==> config.mk <==
export PLATFORM = sky130hd
export DESIGN_NAME = bafsm_top
export DESIGN_NICKNAME = d
export VERILOG_FILES = /design/src/bafsm_sync.v /design/src/bafsm_top.v
export VERILOG_INCLUDE_DIRS = /design/src
export SDC_FILE = /design/constraint.sdc
export NUM_CORES = 1
export LEC_CHECK = 0
export ABC_AREA = 1
export BUFFER_PORTS_ARGS = -buffer_cell sky130_fd_sc_hd__buf_2
export CORE_AREA = 2 2 140 176
export CTS_CLUSTER_DIAMETER = 80
export DETAILED_ROUTE_END_ITERATION = 6
export DIE_AREA = 0 0 142 178
export PLACE_DENSITY_LB_ADDON = 0.3
export SYNTH_ARGS = -nofsm -noshare
export SYNTH_HDL_FRONTEND = slang
export SYNTH_SLANG_ARGS = --single-unit
==> constraint.sdc <==
create_clock -name pclk -period 6.7 [get_ports pclk]
set_input_delay 2.01 -clock pclk [delete_from_list [all_inputs] [get_ports pclk]]
set_output_delay 2.01 -clock pclk [all_outputs]
set_load 0.01 [all_outputs]
==> src/bafsm_consts.vh <==
// Constants for the burner alarm and shutdown supervisor
`ifndef BAFSM_CONSTS_VH
`define BAFSM_CONSTS_VH
`define BAFSM_ADDR_CTRL 12'h000
`define BAFSM_ADDR_STATUS 12'h004
`define BAFSM_ADDR_MASK 12'h008
`define BAFSM_ADDR_STATE 12'h00c
`define BAFSM_ADDR_BATT 12'h010
`define BAFSM_ADDR_PEND 12'h014
`define BAFSM_CTRL_CLEAR 0
`define BAFSM_CTRL_START 1
`define BAFSM_CTRL_OK 2
`define BAFSM_MASK_RST 6'h00
`define BAFSM_BATT_LOW_RST 12'h0a0
`define BAFSM_BATT_OK_RST 12'h0b0
`define BAFSM_STATE_W 12
`define BAFSM_HOLD_TIME_MS 1000
`define BAFSM_CLK_KHZ 50000
`define BAFSM_HOLD_CYC (`BAFSM_HOLD_TIME_MS * `BAFSM_CLK_KHZ)
`define BAFSM_LINK_TIME_MS 500
`define BAFSM_LINK_CYC (`BAFSM_LINK_TIME_MS * `BAFSM_CLK_KHZ)
`endif

==> src/bafsm_sync.v <==
// Two-flop synchroniser for one external level
`timescale 1ns/1ps
module bafsm_sync (
  input wire pclk,
  input wire presetn,
  input wire d,
  output reg q
);
  reg meta_q;
  always @(posedge pclk or negedge presetn) begin
    if (!presetn) begin
      meta_q <= 1'b0;
      q <= 1'b0;
    end else begin
      meta_q <= d;
      q <= meta_q;
    end
  end
endmodule

==> src/bafsm_top.v <==
// Burner alarm and shutdown supervisor with APB registers
`timescale 1ns/1ps
`include "bafsm_consts.vh"
module bafsm_top #(
  parameter HOLD_CYC = `BAFSM_HOLD_CYC,
  parameter LINK_CYC = `BAFSM_LINK_CYC
) (
  input wire pclk,
  input wire presetn,
  input wire psel,
  input wire penable,
  input wire pwrite,
  input wire [11:0] paddr,
  input wire [31:0] pwdata,
  output reg [31:0] prdata,
  output wire pready,
  output wire pslverr,
  input wire closure_proof_input,
  input wire permissive_in,
  input wire [11:0] battery_level,
  input wire start_keys_n,
  input wire flame_detected,
  input wire pilot_retries_done,
  input wire shutdown_cond,
  input wire [2:0] process_demand,
  input wire [2:0] process_lit,
  input wire purge_done,
  input wire bsm_lockout,
  input wire bsm_report,
  output reg [2:0] process_valve_q,
  output reg pilot_valve_q,
  output reg main_valve_q,
  output reg indep_valve_q,
  input wire indep_demand,
  output reg alarm_out_q,
  output wire irq
);
  // ************************************************************
  // Input synchronisers
  // ************************************************************
  localparam NSYNC = 11;
  wire [NSYNC-1:0] raw_in;
  wire [NSYNC-1:0] syn;
  assign raw_in = {closure_proof_input, permissive_in, ~start_keys_n, flame_detected,
                   pilot_retries_done, shutdown_cond, purge_done, bsm_lockout,
                   bsm_report, indep_demand, |process_demand};
  genvar gi;
  generate
    for (gi = 0; gi < NSYNC; gi = gi + 1) begin : g_sync
      bafsm_sync u_sync (
        .pclk(pclk),
        .presetn(presetn),
        .d(raw_in[gi]),
        .q(syn[gi])
      );
    end
  endgenerate
  wire s_poc = syn[10];
  wire s_perm = syn[9];
  wire s_keys = syn[8];
  wire s_flame = syn[7];
  wire s_retry_done = syn[6];
  wire s_shut = syn[5];
  wire s_purged = syn[4];
  wire s_lock = syn[3];
  wire s_rep = syn[2];
  wire s_indep = syn[1];
  wire s_demand = syn[0];
  reg [2:0] dem_m_q;
  reg [2:0] dem_q;
  always @(posedge pclk or negedge presetn) begin
    if (!presetn) begin
      dem_m_q <= 3'h0;
      dem_q <= 3'h0;
    end else begin
      dem_m_q <= process_demand;
      dem_q <= dem_m_q;
    end
  end
  // Battery words are sampled twice; the value is assumed slow moving
  reg [11:0] batt_m_q;
  reg [11:0] batt_q;
  always @(posedge pclk or negedge presetn) begin
    if (!presetn) begin
      batt_m_q <= 12'hfff;
      batt_q <= 12'hfff;
    end else begin
      batt_m_q <= battery_level;
      batt_q <= batt_m_q;
    end
  end

  // ************************************************************
  // States
  // ************************************************************
  localparam [11:0] ST_STOPPED = 12'h001;
  localparam [11:0] ST_STARTUP = 12'h002;
  localparam [11:0] ST_PURGE = 12'h004;
  localparam [11:0] ST_IGNITE = 12'h008;
  localparam [11:0] ST_IDLE = 12'h010;
  localparam [11:0] ST_PILOT = 12'h020;
  localparam [11:0] ST_ACTIVE = 12'h040;
  localparam [11:0] ST_SHUTDOWN = 12'h080;
  localparam [11:0] ST_ALARM = 12'h100;
  reg [11:0] state_q;
  reg [11:0] state_d;

  // ************************************************************
  // Register file
  // ************************************************************
  reg [5:0] mask_q;
  reg [5:0] stat_q;
  reg [11:0] batt_low_q;
  reg [11:0] batt_ok_q;
  reg clear_q;
  wire wr = psel & penable & pwrite;
  wire rd = psel & penable & ~pwrite;
  assign pready = 1'b1;
  wire mapped = (paddr == `BAFSM_ADDR_CTRL) || (paddr == `BAFSM_ADDR_STATUS) ||
                (paddr == `BAFSM_ADDR_MASK) || (paddr == `BAFSM_ADDR_STATE) ||
                (paddr == `BAFSM_ADDR_BATT) || (paddr == `BAFSM_ADDR_PEND);
  assign pslverr = psel & penable & ~mapped;
  wire clear_cmd = clear_q;
  wire ctrl_wr = wr && (paddr == `BAFSM_ADDR_CTRL);
  wire sw_start = ctrl_wr && pwdata[`BAFSM_CTRL_START];
  wire sw_ok = ctrl_wr && pwdata[`BAFSM_CTRL_OK];

  // ************************************************************
  // Pending alarms
  // ************************************************************
  // Bits: 0 pilot fail, 1 closure proof, 2 battery, 3 permissive, 4 module, 5 shutdown
  reg [5:0] pend_q;
  reg [5:0] pend_d;
  reg [5:0] cause;
  reg [5:0] evt;
  reg [25:0] link_cnt_q;
  wire link_lost = (link_cnt_q >= LINK_CYC[25:0]);
  reg rep_q;
  wire rep_edge = s_rep & ~rep_q;
  always @(posedge pclk or negedge presetn) begin
    if (!presetn) begin
      link_cnt_q <= 26'h0000000;
      rep_q <= 1'b0;
    end else begin
      rep_q <= s_rep;
      if (rep_edge) begin
        link_cnt_q <= 26'h0000000;
      end else if (!link_lost) begin
        link_cnt_q <= link_cnt_q + 26'h0000001;
      end
    end
  end
  wire batt_low = (batt_q <= batt_low_q);
  wire batt_ok = (batt_q >= batt_ok_q);
  wire in_run = (state_q == ST_IDLE) || (state_q == ST_PILOT) || (state_q == ST_ACTIVE);
  wire ign_fail = (state_q == ST_IGNITE) && s_retry_done && !s_flame;
  always @* begin
    evt = 6'h00;
    evt[0] = ign_fail;
    evt[1] = (state_q == ST_STARTUP) && s_poc;
    evt[2] = batt_low;
    evt[3] = s_perm;
    evt[4] = s_lock | link_lost;
    evt[5] = in_run && s_shut;
    cause = 6'h00;
    cause[2] = ~batt_ok;
    cause[3] = s_perm;
    cause[4] = s_lock | link_lost;
    // Set wins over clear, and a live battery, permissive or module cause keeps its bit pending
    pend_d = pend_q;
    if (clear_cmd) begin
      pend_d = pend_q & cause;
    end
    pend_d = pend_d | evt;
  end

  // ************************************************************
  // Start key hold timer
  // ************************************************************
  reg [25:0] hold_cnt_q;
  wire hold_done = (hold_cnt_q >= HOLD_CYC[25:0]);
  wire keys = s_keys | sw_start;
  always @(posedge pclk or negedge presetn) begin
    if (!presetn) begin
      hold_cnt_q <= 26'h0000000;
    end else if (!keys) begin
      hold_cnt_q <= 26'h0000000;
    end else if (!hold_done) begin
      hold_cnt_q <= hold_cnt_q + 26'h0000001;
    end
  end

  // ************************************************************
  // Supervisor state machine
  // ************************************************************
  always @* begin
    state_d = state_q;
    case (state_q)
      ST_STOPPED: begin
        if (hold_done) begin
          state_d = ST_STARTUP;
        end
      end
      ST_STARTUP: begin
        if (!keys) begin
          state_d = ST_STOPPED;
        end else begin
          state_d = ST_PURGE;
        end
      end
      ST_PURGE: begin
        if (!keys) begin
          state_d = ST_STOPPED;
        end else if (s_purged) begin
          state_d = ST_IGNITE;
        end
      end
      ST_IGNITE: begin
        if (s_flame) begin
          state_d = ST_IDLE;
        end
      end
      ST_IDLE: begin
        if (sw_ok) begin
          state_d = ST_PILOT;
        end
      end
      ST_PILOT: begin
        if (!s_flame) begin
          state_d = ST_STOPPED;
        end else if (s_demand) begin
          state_d = ST_ACTIVE;
        end
      end
      ST_ACTIVE: begin
        if (!s_flame) begin
          state_d = ST_STOPPED;
        end else if (!s_demand) begin
          state_d = ST_PILOT;
        end
      end
      ST_SHUTDOWN: begin
        if (pend_d == 6'h00) begin
          state_d = ST_STOPPED;
        end
      end
      ST_ALARM: begin
        if (pend_d == 6'h00) begin
          state_d = ST_STOPPED;
        end
      end
      default: begin
        state_d = ST_STOPPED;
      end
    endcase
    // Alarms outrank shutdowns and every other move
    if (|pend_d[4:0]) begin
      state_d = ST_ALARM;
    end else if (pend_d[5] && state_q != ST_ALARM) begin
      state_d = ST_SHUTDOWN;
    end
  end

  always @(posedge pclk or negedge presetn) begin
    if (!presetn) begin
      state_q <= ST_STOPPED;
      pend_q <= 6'h00;
    end else begin
      state_q <= state_d;
      pend_q <= pend_d;
    end
  end

  // ************************************************************
  // Valves and alarm output
  // ************************************************************
  wire safe_off = (state_d == ST_STOPPED) || (state_d == ST_SHUTDOWN) ||
                  (state_d == ST_ALARM) || (state_d == ST_STARTUP) ||
                  (state_d == ST_PURGE);
  always @(posedge pclk or negedge presetn) begin
    if (!presetn) begin
      process_valve_q <= 3'h0;
      pilot_valve_q <= 1'b0;
      main_valve_q <= 1'b0;
      indep_valve_q <= 1'b0;
      alarm_out_q <= 1'b1;
    end else begin
      // Independent process runs on its own demand, untouched by trips
      indep_valve_q <= s_indep;
      if (safe_off) begin
        process_valve_q <= 3'h0;
        pilot_valve_q <= 1'b0;
        main_valve_q <= 1'b0;
      end else begin
        pilot_valve_q <= 1'b1;
        main_valve_q <= 1'b1;
        process_valve_q <= (state_d == ST_ACTIVE) ? dem_q : 3'h0;
      end
      alarm_out_q <= (state_d == ST_STOPPED) || (state_d == ST_SHUTDOWN) ||
                     (state_d == ST_ALARM);
    end
  end

  // ************************************************************
  // Status, mask and bus writes
  // ************************************************************
  wire stat_rd = rd && (paddr == `BAFSM_ADDR_STATUS);
  always @(posedge pclk or negedge presetn) begin
    if (!presetn) begin
      mask_q <= `BAFSM_MASK_RST;
      stat_q <= 6'h00;
      batt_low_q <= `BAFSM_BATT_LOW_RST;
      batt_ok_q <= `BAFSM_BATT_OK_RST;
      clear_q <= 1'b0;
    end else begin
      clear_q <= ctrl_wr && pwdata[`BAFSM_CTRL_CLEAR];
      // New events win over the read clear
      stat_q <= (stat_rd ? 6'h00 : stat_q) | (pend_d & ~pend_q);
      if (wr && paddr == `BAFSM_ADDR_MASK) begin
        mask_q <= pwdata[5:0];
      end
      if (wr && paddr == `BAFSM_ADDR_BATT) begin
        batt_low_q <= pwdata[11:0];
        batt_ok_q <= pwdata[27:16];
      end
    end
  end
  assign irq = |(stat_q & mask_q);

  always @(posedge pclk or negedge presetn) begin
    if (!presetn) begin
      prdata <= 32'h00000000;
    end else if (psel && !penable && !pwrite) begin
      case (paddr)
        `BAFSM_ADDR_STATUS: prdata <= {26'h0000000, stat_q};
        `BAFSM_ADDR_MASK: prdata <= {26'h0000000, mask_q};
        `BAFSM_ADDR_STATE: prdata <= {20'h00000, state_q};
        `BAFSM_ADDR_BATT: prdata <= {4'h0, batt_ok_q, 4'h0, batt_low_q};
        `BAFSM_ADDR_PEND: prdata <= {26'h0000000, pend_q};
        default: prdata <= 32'h00000000;
      endcase
    end
  end
endmodule

=== After elaboration in Yosys (flattened, before gate mapping) ===
Index checks and enable logic that the tools add are counted.

* Register bits: 198
* Bits of input ports: 77
* Logic and storage cells: 146

* Add/sub/neg operators: 2
* Order comparisons: 4
* Eq/ne operators: 23
* Multiplexer cells: 24
* Bitwise operators: 18
* Reduce and logical (&&, ||, !) cells: 34

{| class="wikitable"
|+ Operators by type and width
! cell !! number
|-
| $mux W12 || 12
|-
| $pmux W28 S5 || 1
|-
| $mux W26 || 4
|-
| $pmux W12 S8 || 1
|-
| $add A26 B1 Y26 const B || 2
|-
| $eq A12 B3 Y1 const B || 3
|-
| $eq A12 B4 Y1 const B || 3
|-
| $eq A12 B5 Y1 const B || 3
|-
| $ge A26 B25 Y1 const B || 1
|-
| $ge A26 B26 Y1 const B || 1
|-
| $eq A12 B1 Y1 const B || 2
|-
| $eq A12 B2 Y1 const B || 2
|-
| $eq A12 B7 Y1 const B || 2
|-
| $eq A12 B8 Y1 const B || 2
|-
| $eq A12 B9 Y1 const B || 2
|-
| $logic_and A1 B1 Y1 || 14
|-
| $and A6 B6 Y6 || 2
|-
| $eq A12 B6 Y1 const B || 1
|-
| $ge A12 B12 Y1 || 1
|-
| $le A12 B12 Y1 || 1
|-
| $logic_not A12 Y1 || 1
|-
| $mux W6 || 2
|-
| $ne A12 B9 Y1 const B || 1
|-
| $or A6 B6 Y6 || 2
|-
| 16 further kinds || 39
|}

=== Logic depth before layout (Yosys ltp) ===
Gate-level depths: netlist of the first run.

* Depth after elaboration: 16
* Mapped depth: 18
* Gate-level depth less buffers: 18

=== Cells and area by module ===
A second synthesis of the first run with hierarchy kept.

* Cell total of the unflattened synthesis: 1052
* Area, all modules: 9158.8 µm²

{| class="wikitable"
|+ Modules (own cells, without submodules)
! module !! times used !! cells each !! area each (µm²)
|-
| bafsm_top || 1 || 1030 || 8608.3
|-
| bafsm_sync || 11 || 2 || 50.0
|}

=== Worst setup path after synthesis of the first run ===
Ideal clock, no wire load.

* Kind: input -> output
* From: input paddr[0]
* To: output pslverr
* Arrival: 2.796 ns
* Required time: 4.690 ns
* Path slack: 1.894 ns
* Cell stages on the path: 8
* Cells stage by stage: inv_1 > nand2_1 > nor2_2 > inv_1 > nor2_1 > nor2_1 > o21ai_0 > nor3b_1

* Longest elaborated chain between the ends: 8
* Elaborated cells on any way between the ends: 13

{| class="wikitable"
|+ Ends and longest elaborated chain
! what !! RTL line !! RTL
|-
| start, declared || bafsm_top.v:13 || <nowiki>input wire [11:0] paddr,</nowiki>
|-
| $eq A12 B3 Y1 or $logic_not A12 Y1 (tied branches) || n/a ||
|-
| $logic_or A1 B1 Y1 (4 in a row) || bafsm_top.v:119 || <nowiki>wire mapped = (paddr == `BAFSM_ADDR_CTRL) || (paddr == `BAFSM_ADDR_STATUS) ||</nowiki>
|-
| $logic_or A1 B1 Y1 (*) || bafsm_top.v:119 ||
|-
| $not A1 Y1 (*) || bafsm_top.v:122 || <nowiki>assign pslverr = psel & penable & ~mapped;</nowiki>
|-
| $and A1 B1 Y1 (*) || bafsm_top.v:122 ||
|-
| end, declared || bafsm_top.v:17 || <nowiki>output wire pslverr,</nowiki>
|}

Every way passes the cells marked *; elsewhere a longest branch is shown, timed or not.

=== Final worst setup path of the first run ===
Same ends and word-level chain as after synthesis.

==> flow_summary_export.csv, run 1 <==
group,metric,value,unit
outcome,status,"finished clean",
setup_path,r2r_start,"batt_low_q[5]",
drt,routed_wl,21810,µm
setup_path,worstSetupPathType,"in2out",
power,power.density,219.0,nW/µm²
cells_and_area,multiInputGateArea,3774,µm²
setup_path,worstPathRequired,4690,ps
cells_and_area,antennaDiodeCount,0,
synthesis,ys_warn_count,0,
timing,finalCritPeriodShare,77.79,%
global_routing,antenna_found_initial,0,
timing,fin_ws,1488,ps
synthesis,synth_top_area_share,42.75,%
cells_and_area,nFillCells,2285,
synthesis,synth-async-reset-ratio,100.0,%
setup_path,cp-startpoint,"paddr[0]",
cells_and_area,layout_common_cells,"nand2_1, dfrtp_1, inv_1",
power,vdd_ir_drop_max,172.6,µV
die,die_area,25280,µm²
drt,met3_length,965,µm
worst_hold_path,holdCritPathClass,"reg2reg",
synthesis,synth_seq_area_share,51.51,%
cells_and_area,seq_area,4793,µm²
synthesis,netlist_area,9306,µm²
synthesis,syn_area_per_cell,8.617,µm²
die,die_y,178,µm
die,std_cell_rows,63,
cells_and_area,layout.nets,1286,
timing,tightest_slew,918.8,ps
cts,insertion_delay,440,ps
drt,vias,7462,
cells_and_area,drive_above_1_share,17.59,%
drt,maxUsedRoutingLayer,"met4",
timing,clock_skew,11.43,ps
timing,fin_tns_setup,0,ps
cts,postCtsSetupBuffers,0,
place,post-place-cells,1454,
setup_path,start_kind,"primary input",
worst_hold_path,min_from,"g_sync[1].u_sync.q",
cells_and_area,final_cells,1486,
synthesis,ys_types,52,
power,leakage,5.219,nW
drt,drt.antenna.violating_nets,0,
setup_path,worstSetupEndpointType,"primary output",
cts,htree_levels,4,
timing,grt_setup_unrepaired,"no",
place,dp_slack,1509,ps
cts,cts_made_buffers,17,
drt,wl_per_cell,14.67,µm
global_routing,overflow,0,
power,power,0.002337,W
cells_and_area,mostFrequentLayoutCell,"nand2_1",
cts,cts_hold_buf,0,
setup_path,arrival,3200,ps
die,die_w,142,µm
setup_path,critPathMaxFanout,7,
place,placed_cell_area,10090,µm²
die,initial_utilization,39.49,%
drt,drc,0,
synthesis,dominantRegCellSynth,"dfrtp_1",
synthesis,synth_edf_count,0,
drt,viasPerCell,5.022,
synthesis,netlist_instances,1080,
cts,clkTransAtPathRegs,70,ps
cts,clock-sinks,190,
timing,maxSlewViolCount,0,
drt,wl_met1,9470,µm
timing,hold_viol,0,
synthesis,synth_seq_cells,190,
cts,post_cts_resized,0,
synthesis,ys_top_cells_by_area,"dfrtp_1, nand2_1, dfstp_2, inv_1, nor2_1",
timing,fmax,191.9,MHz
drt,wl_met2,10900,µm
cells_and_area,area_delta_synth_final,14.64,%
drt,drtIter0Drc,430,
global_routing,grt_max_degree,111,
cts,clk_path_buf_depth,2,
drt,drt-pass1-iter-count,5,
die,ios,119,
setup_path,r2r_slack,4090,ps
cells_and_area,fin_area,10670,µm²
job,max_cap_violations,0,
timing,period_minus_slack,5212,ps
global_routing,grt_pass1_vias,7394,
place,place.gp.congestion,0.8751,
cts,clock-root-buffer,"clkbuf_16",
place,portBuffers,98,
cts,tritoncts,"built",
global_routing,grt_usage,18.17,%
timing,setup_violations,0,
synthesis,synth_largest_area_cell,"dfrtp_1",
timing,maxSlewHeadroom,38.68,%
global_routing,grt_pass1_wl,36100,µm
die,coreArea,23570,µm²
place,dp_hpwl,16400,µm
[synthesized netlist by cell type, types with 3 or more instances]
cell type / n
o31ai_1: 24
nor2_2: 7
nand2_1: 219
nor4_1: 14
clkbuf_1: 15
nor3_1: 30
dfstp_2: 31
inv_2: 9
nand2_2: 6
buf_4: 13
dfrtp_1: 159
xor2_1: 10
o22ai_1: 18
ha_1: 28
o32a_1: 6
a21oi_1: 49
inv_1: 156
nand3_1: 50
nor3_2: 3
nand4_1: 24
o21ai_0: 56
o21ai_1: 3
nand2_4: 3
nor2_1: 99
nor2_4: 4
xnor2_1: 4
nand3_2: 7
[registers in the layout, summed over array words and instances (netlist names), 3 cells and up]
| signal | cells |
|---|---|
| batt_low_q | 12 |
| batt_m_q | 12 |
| batt_ok_q | 12 |
| batt_q | 12 |
| dem_m_q | 3 |
| dem_q | 3 |
| g_sync.u_sync.meta_q | 11 |
| g_sync.u_sync.q | 11 |
| hold_cnt_q | 26 |
| link_cnt_q | 26 |
| mask_q | 6 |
| pend_q | 6 |
| prdata | 24 |
| process_valve_q | 3 |
| stat_q | 6 |
| state_q | 12 |
[cell families (layout without fill, tap and decap cells)]
| family | Yosys count | in the layout | share of synthesized area [%] |
|---|---|---|---|
| muxes | 1 | 1 | 0.1210 |
| adders and majority gates | 28 | 28 | 3.764 |
| AOI/OAI and AO/OA | 173 | 173 | 11.33 |
| DFF | 190 | 190 | 51.51 |
| other | 2 | 12 | 0.08070 |
| xor gates and xnor gates | 14 | 14 | 1.317 |
| and+or+nand+nor | 477 | 477 | 23.47 |
| buffers and inverters | 195 | 299 | 8.403 |
[worst paths after layout]
check / endpoint / cells after the start
worst max register to register: main_valve_q / 15
max in group asynchronous: hold_cnt_q[23] / 2
worst max-delay path: pslverr / 10
worst min-delay path: indep_valve_q / 0
worst min register to register: indep_valve_q / 0
min in group asynchronous: prdata[18] / 1
[layout make-up]
| cell class | count | share of cell area [%] |
|---|---|---|
| Clock buffer | 17 | 3.987 |
| Clock inverter | 15 | 1.442 |
| Inverter | 166 | 5.840 |
| Multi-Input combinational cell | 705 | 35.37 |
| Sequential cell | 190 | 44.93 |
| Tap cell | 292 | 3.424 |
| Timing Repair Buffer | 101 | 5.008 |
[per-layer routing]
layer  vias up  track usage, %
met5         -               0
met4         0           6.708
met3        29           3.785
met2       199           31.32
met1      3508           22.45
li1       3726               -
[report_power, final]
group	internal, W	switching [W]	total [W]
Sequential	0.00119	0.0000220	0.00121
Clock	0.000526	0.000472	0.000998
Combinational	0.0000450	0.0000863	0.000131
[stage by stage]
stage / hold slack (ps) / utilization [%]
6_report: 349.4 / 45.27
5_1_grt: 356.4 / 45.27
4_1_cts: 351.6 / 45.27
3_5_place_dp: 334.7 / 42.81
3_3_place_gp: 331.7 / 42.81
2_1_floorplan: 331.2 / -
[worst max-delay path, stage by stage]
cell and delay (ps):
buf_2 90, inv_1 40, nand2_1 70, nor2_2 140
inv_1 60, nor2_1 360, nor2_1 80, o21ai_0 150
nor3b_1 60, buf_2 140
Note: power is estimated with default switching activity, not from simulation.
==> run 2: changes to the inputs <==
--- a/config.mk
+++ b/config.mk
@@ -6,12 +6,12 @@
 export SDC_FILE = /design/constraint.sdc
 export NUM_CORES = 1
 export LEC_CHECK = 0
-export ABC_AREA = 1
+export ABC_AREA = 0
 export BUFFER_PORTS_ARGS = -buffer_cell sky130_fd_sc_hd__buf_2
-export CORE_AREA = 2 2 140 176
+export CORE_AREA = 2 2 134 169
 export CTS_CLUSTER_DIAMETER = 80
 export DETAILED_ROUTE_END_ITERATION = 6
-export DIE_AREA = 0 0 142 178
+export DIE_AREA = 0 0 136 171
 export PLACE_DENSITY_LB_ADDON = 0.3
 export SYNTH_ARGS = -nofsm -noshare
 export SYNTH_HDL_FRONTEND = slang
==> constraint.sdc (replaced) <==
create_clock -name pclk -period 5.2 [get_ports pclk]
set_input_delay 1.56 -clock pclk [delete_from_list [all_inputs] [get_ports pclk]]
set_output_delay 1.56 -clock pclk [all_outputs]
set_load 0.01 [all_outputs]
==> run 2 against run 1 <==
  * Sequential cell count unchanged
  * Clock power up 41%
  * Final cell count down 19%
  * Sequential share of layout area up 3.1 points
  * Synthesized area down 8.1%
  * Via count down 19%
  * Largest cell class unchanged
==> flow_summary_export.csv, run 2 <==
group,metric,value,unit
synthesis,synth_edf_count,0,
power,pwr-share-clk,45.4,%
setup_path,critPathMaxFanout,4,
drt,drt-pass1-iter-count,5,
cells_and_area,antennaDiodeCount,0,
drt,drt.antenna.violating_nets,0,
timing,clock_skew,8.640,ps
synthesis,dominantRegCellSynth,"dfrtp_1",
cts,clock-root-buffer,"clkbuf_16",
synthesis,syn_area_per_cell,10.65,µm²
drt,wl_per_cell,15.67,µm
setup_path,worstPathRequired,3640,ps
timing,grt_setup_unrepaired,"no",
global_routing,antenna_found_initial,1,
power,power.density,312.0,nW/µm²
cells_and_area,seq_area,4793,µm²
cells_and_area,postLayoutCoreUtil,45.70,%
synthesis,synth_seq_cells,190,
timing,period_minus_slack,4322,ps
synthesis,synth_most_common_cell,"dfrtp_1",
drt,routed_wl,18770,µm
cells_and_area,top_regs,"hold_cnt_q x26, link_cnt_q x26, prdata x24",
power,p_sw,0.0007491,W
setup_path,worstSetupEndpointType,"primary output",
synthesis,synth-async-reset-ratio,100.0,%
timing,setup_violations,0,
cts,htree_levels,4,
synthesis,synth_largest_area_cell,"dfrtp_1",
cts,clock-sinks,190,
power,seqPwrFrac,49.8,%
timing,tightest_slew,906.4,ps
cts,post_cts_resized,0,
power,p_sw_share,24.07,%
timing,fin_tns_setup,0,ps
timing,hold_viol,0,
cts,insertion_delay,430,ps
power,vdd_ir_drop_max,207.7,µV
die,std_cell_rows,61,
cells_and_area,drive_above_1_share,23.06,%
timing,fmax,231.4,MHz
global_routing,grt_max_degree,112,
place,portBuffers,98,
drt,drc,0,
cts,cts_made_buffers,17,
cells_and_area,multiInputGateArea,3447,µm²
setup_path,worstSetupPathType,"in2out",
synthesis,synth_seq_area_share,56.07,%
synthesis,ys_types,64,
setup_path,start_kind,"primary input",
global_routing,grt_pass1_wl,30690,µm
synthesis,ys_top_cells_by_area,"dfrtp_1, dfstp_2, ha_1, mux2_2, nor2_1",
power,internal_power,0.002363,W
place,dp_hpwl,13460,µm
drt,vias,6068,
cells_and_area,nFillCells,2055,
die,die_w,136,µm
cts,clkTransAtPathRegs,70,ps
cts,cts_hold_buf,0,
die,die_area,23260,µm²
place,place.gp.congestion,0.8757,
synthesis,synth_top_area_share,46.54,%
cells_and_area,layout_common_cells,"dfrtp_1, buf_2, nor2_1",
timing,maxSlewViolCount,0,
drt,drtIter0Drc,340,
cells_and_area,area_delta_synth_final,16.67,%
place,post-place-cells,1166,
outcome,status,"finished clean",
synthesis,ys_warn_count,0,
power,leakage,4.656,nW
synthesis,netlist_area,8549,µm²
timing,maxSlewHeadroom,39.17,%
power,combinationalPowerShare,4.8,%
synthesis,yosys-top-cells-count,"dfrtp_1, nor2_1, nand2_1, inv_1, nand3_1",
cts,tritoncts,"built",
place,placed_cell_area,9335,µm²
worst_hold_path,holdCritPathClass,"reg2reg",
timing,finalCritPeriodShare,83.11,%
die,die_y,171,µm
cells_and_area,final_cells,1198,
die,coreArea,21830,µm²
cts,postCtsSetupBuffers,0,
global_routing,grt_pass1_vias,6041,
cells_and_area,fin_area,9975,µm²
cells_and_area,mostFrequentLayoutCell,"dfrtp_1",
drt,viasPerCell,5.065,
cts,clk_path_buf_depth,2,
die,initial_utilization,39.17,%
global_routing,overflow,0,
job,max_cap_violations,0,
setup_path,arrival,2760,ps
synthesis,netlist_instances,803,
cells_and_area,layout.nets,1007,
global_routing,grt_usage,16.85,%
die,ios,119,
[run 2: cell types whose count changed after synthesis, sizes merged, moves of 17 or more]
cell / previous run / this run
nand2: 228 / 81
inv: 165 / 45
o21ai: 60 / 27
mux2: 1 / 30
nor2: 111 / 87
a21oi: 51 / 28
o31ai: 24 / 2
xor2: 10 / 30
o22ai: 18 / 1
[run 2: final cells by class]
cell class / count / area share, %
tap: 283 / 3.550
clock inverter: 15 / 2.145
clock buffer: 17 / 4.265
sequential: 190 / 48.06
inverter: 45 / 1.693
timing repair buffer: 106 / 5.733
multi-input combinational: 542 / 34.56
[run 2: cells by family (layout without fill, tap and decap cells)]
logic type | after synthesis | in the layout | share of synthesized area (%)
compound gates | 113 | 113 | 8.708
xor+xnor | 46 | 46 | 4.712
fa+ha+maj | 28 | 28 | 4.098
buf+inv | 81 | 183 | 4.083
flops | 190 | 190 | 56.07
mux | 32 | 32 | 4.186
other cells | 2 | 12 | 0.08784
simple gates | 311 | 311 | 18.06
[run 2: final timing paths]
| kind | start | slack, ps | end | depth (start not counted) |
|---|---|---|---|---|
| max | paddr[7] | 880 | pslverr | 6 |
| min | g_sync[1].u_sync.q | 350 | indep_valve_q | 0 |
| max reg2reg | state_q[1] | 2250 | state_q[5] | 8 |
| min reg2reg | g_sync[1].u_sync.q | 350 | indep_valve_q | 0 |
| max in group asynchronous | presetn | 3090 | rep_q | 2 |
| min in group asynchronous | presetn | 1200 | prdata[16] | 1 |
[run 2: metal layers]
metal | routed length [µm] | track usage (%) | up-vias
met5 | 14 | 0 | -
met4 | 542 | 7.111 | 2
met3 | 795 | 3.467 | 36
met2 | 9367 | 29.15 | 123
met1 | 8052 | 20.29 | 2955
li1 | - | - | 2952
[run 2: worst max-delay path, cell delays in order]
cell     delay (ps)
buf_2           100
nor4_1          320
nand3_1         310
a21oi_1         260
nor2_1           70
buf_2           140
[run 2: power groups by stage]
stage	clock network (W)	logic [W]	registers (W)
finish	0.00141	0.000149	0.00155
global placement	0	0.000150	0.00158
floorplan	0	0.0000756	0.00157
CTS	0.00145	0.000154	0.00155
global route	0.00150	0.000174	0.00155
detailed placement	0	0.000153	0.00158
[run 2: metrics by stage]
| stage | hold slack, ps | power [W] | setup WS, ps |
|---|---|---|---|
| after global placement | 331.3 | 0.001726 | 910.8 |
| after detailed placement | 335.5 | 0.001731 | 893.4 |
| final | 346.2 | 0.003112 | 878.4 |
| after global routing | 352.6 | 0.003230 | 738.0 |
| after CTS | 351.2 | 0.003149 | 893.4 |
| after floorplan | 331.2 | 0.001645 | 1347 |
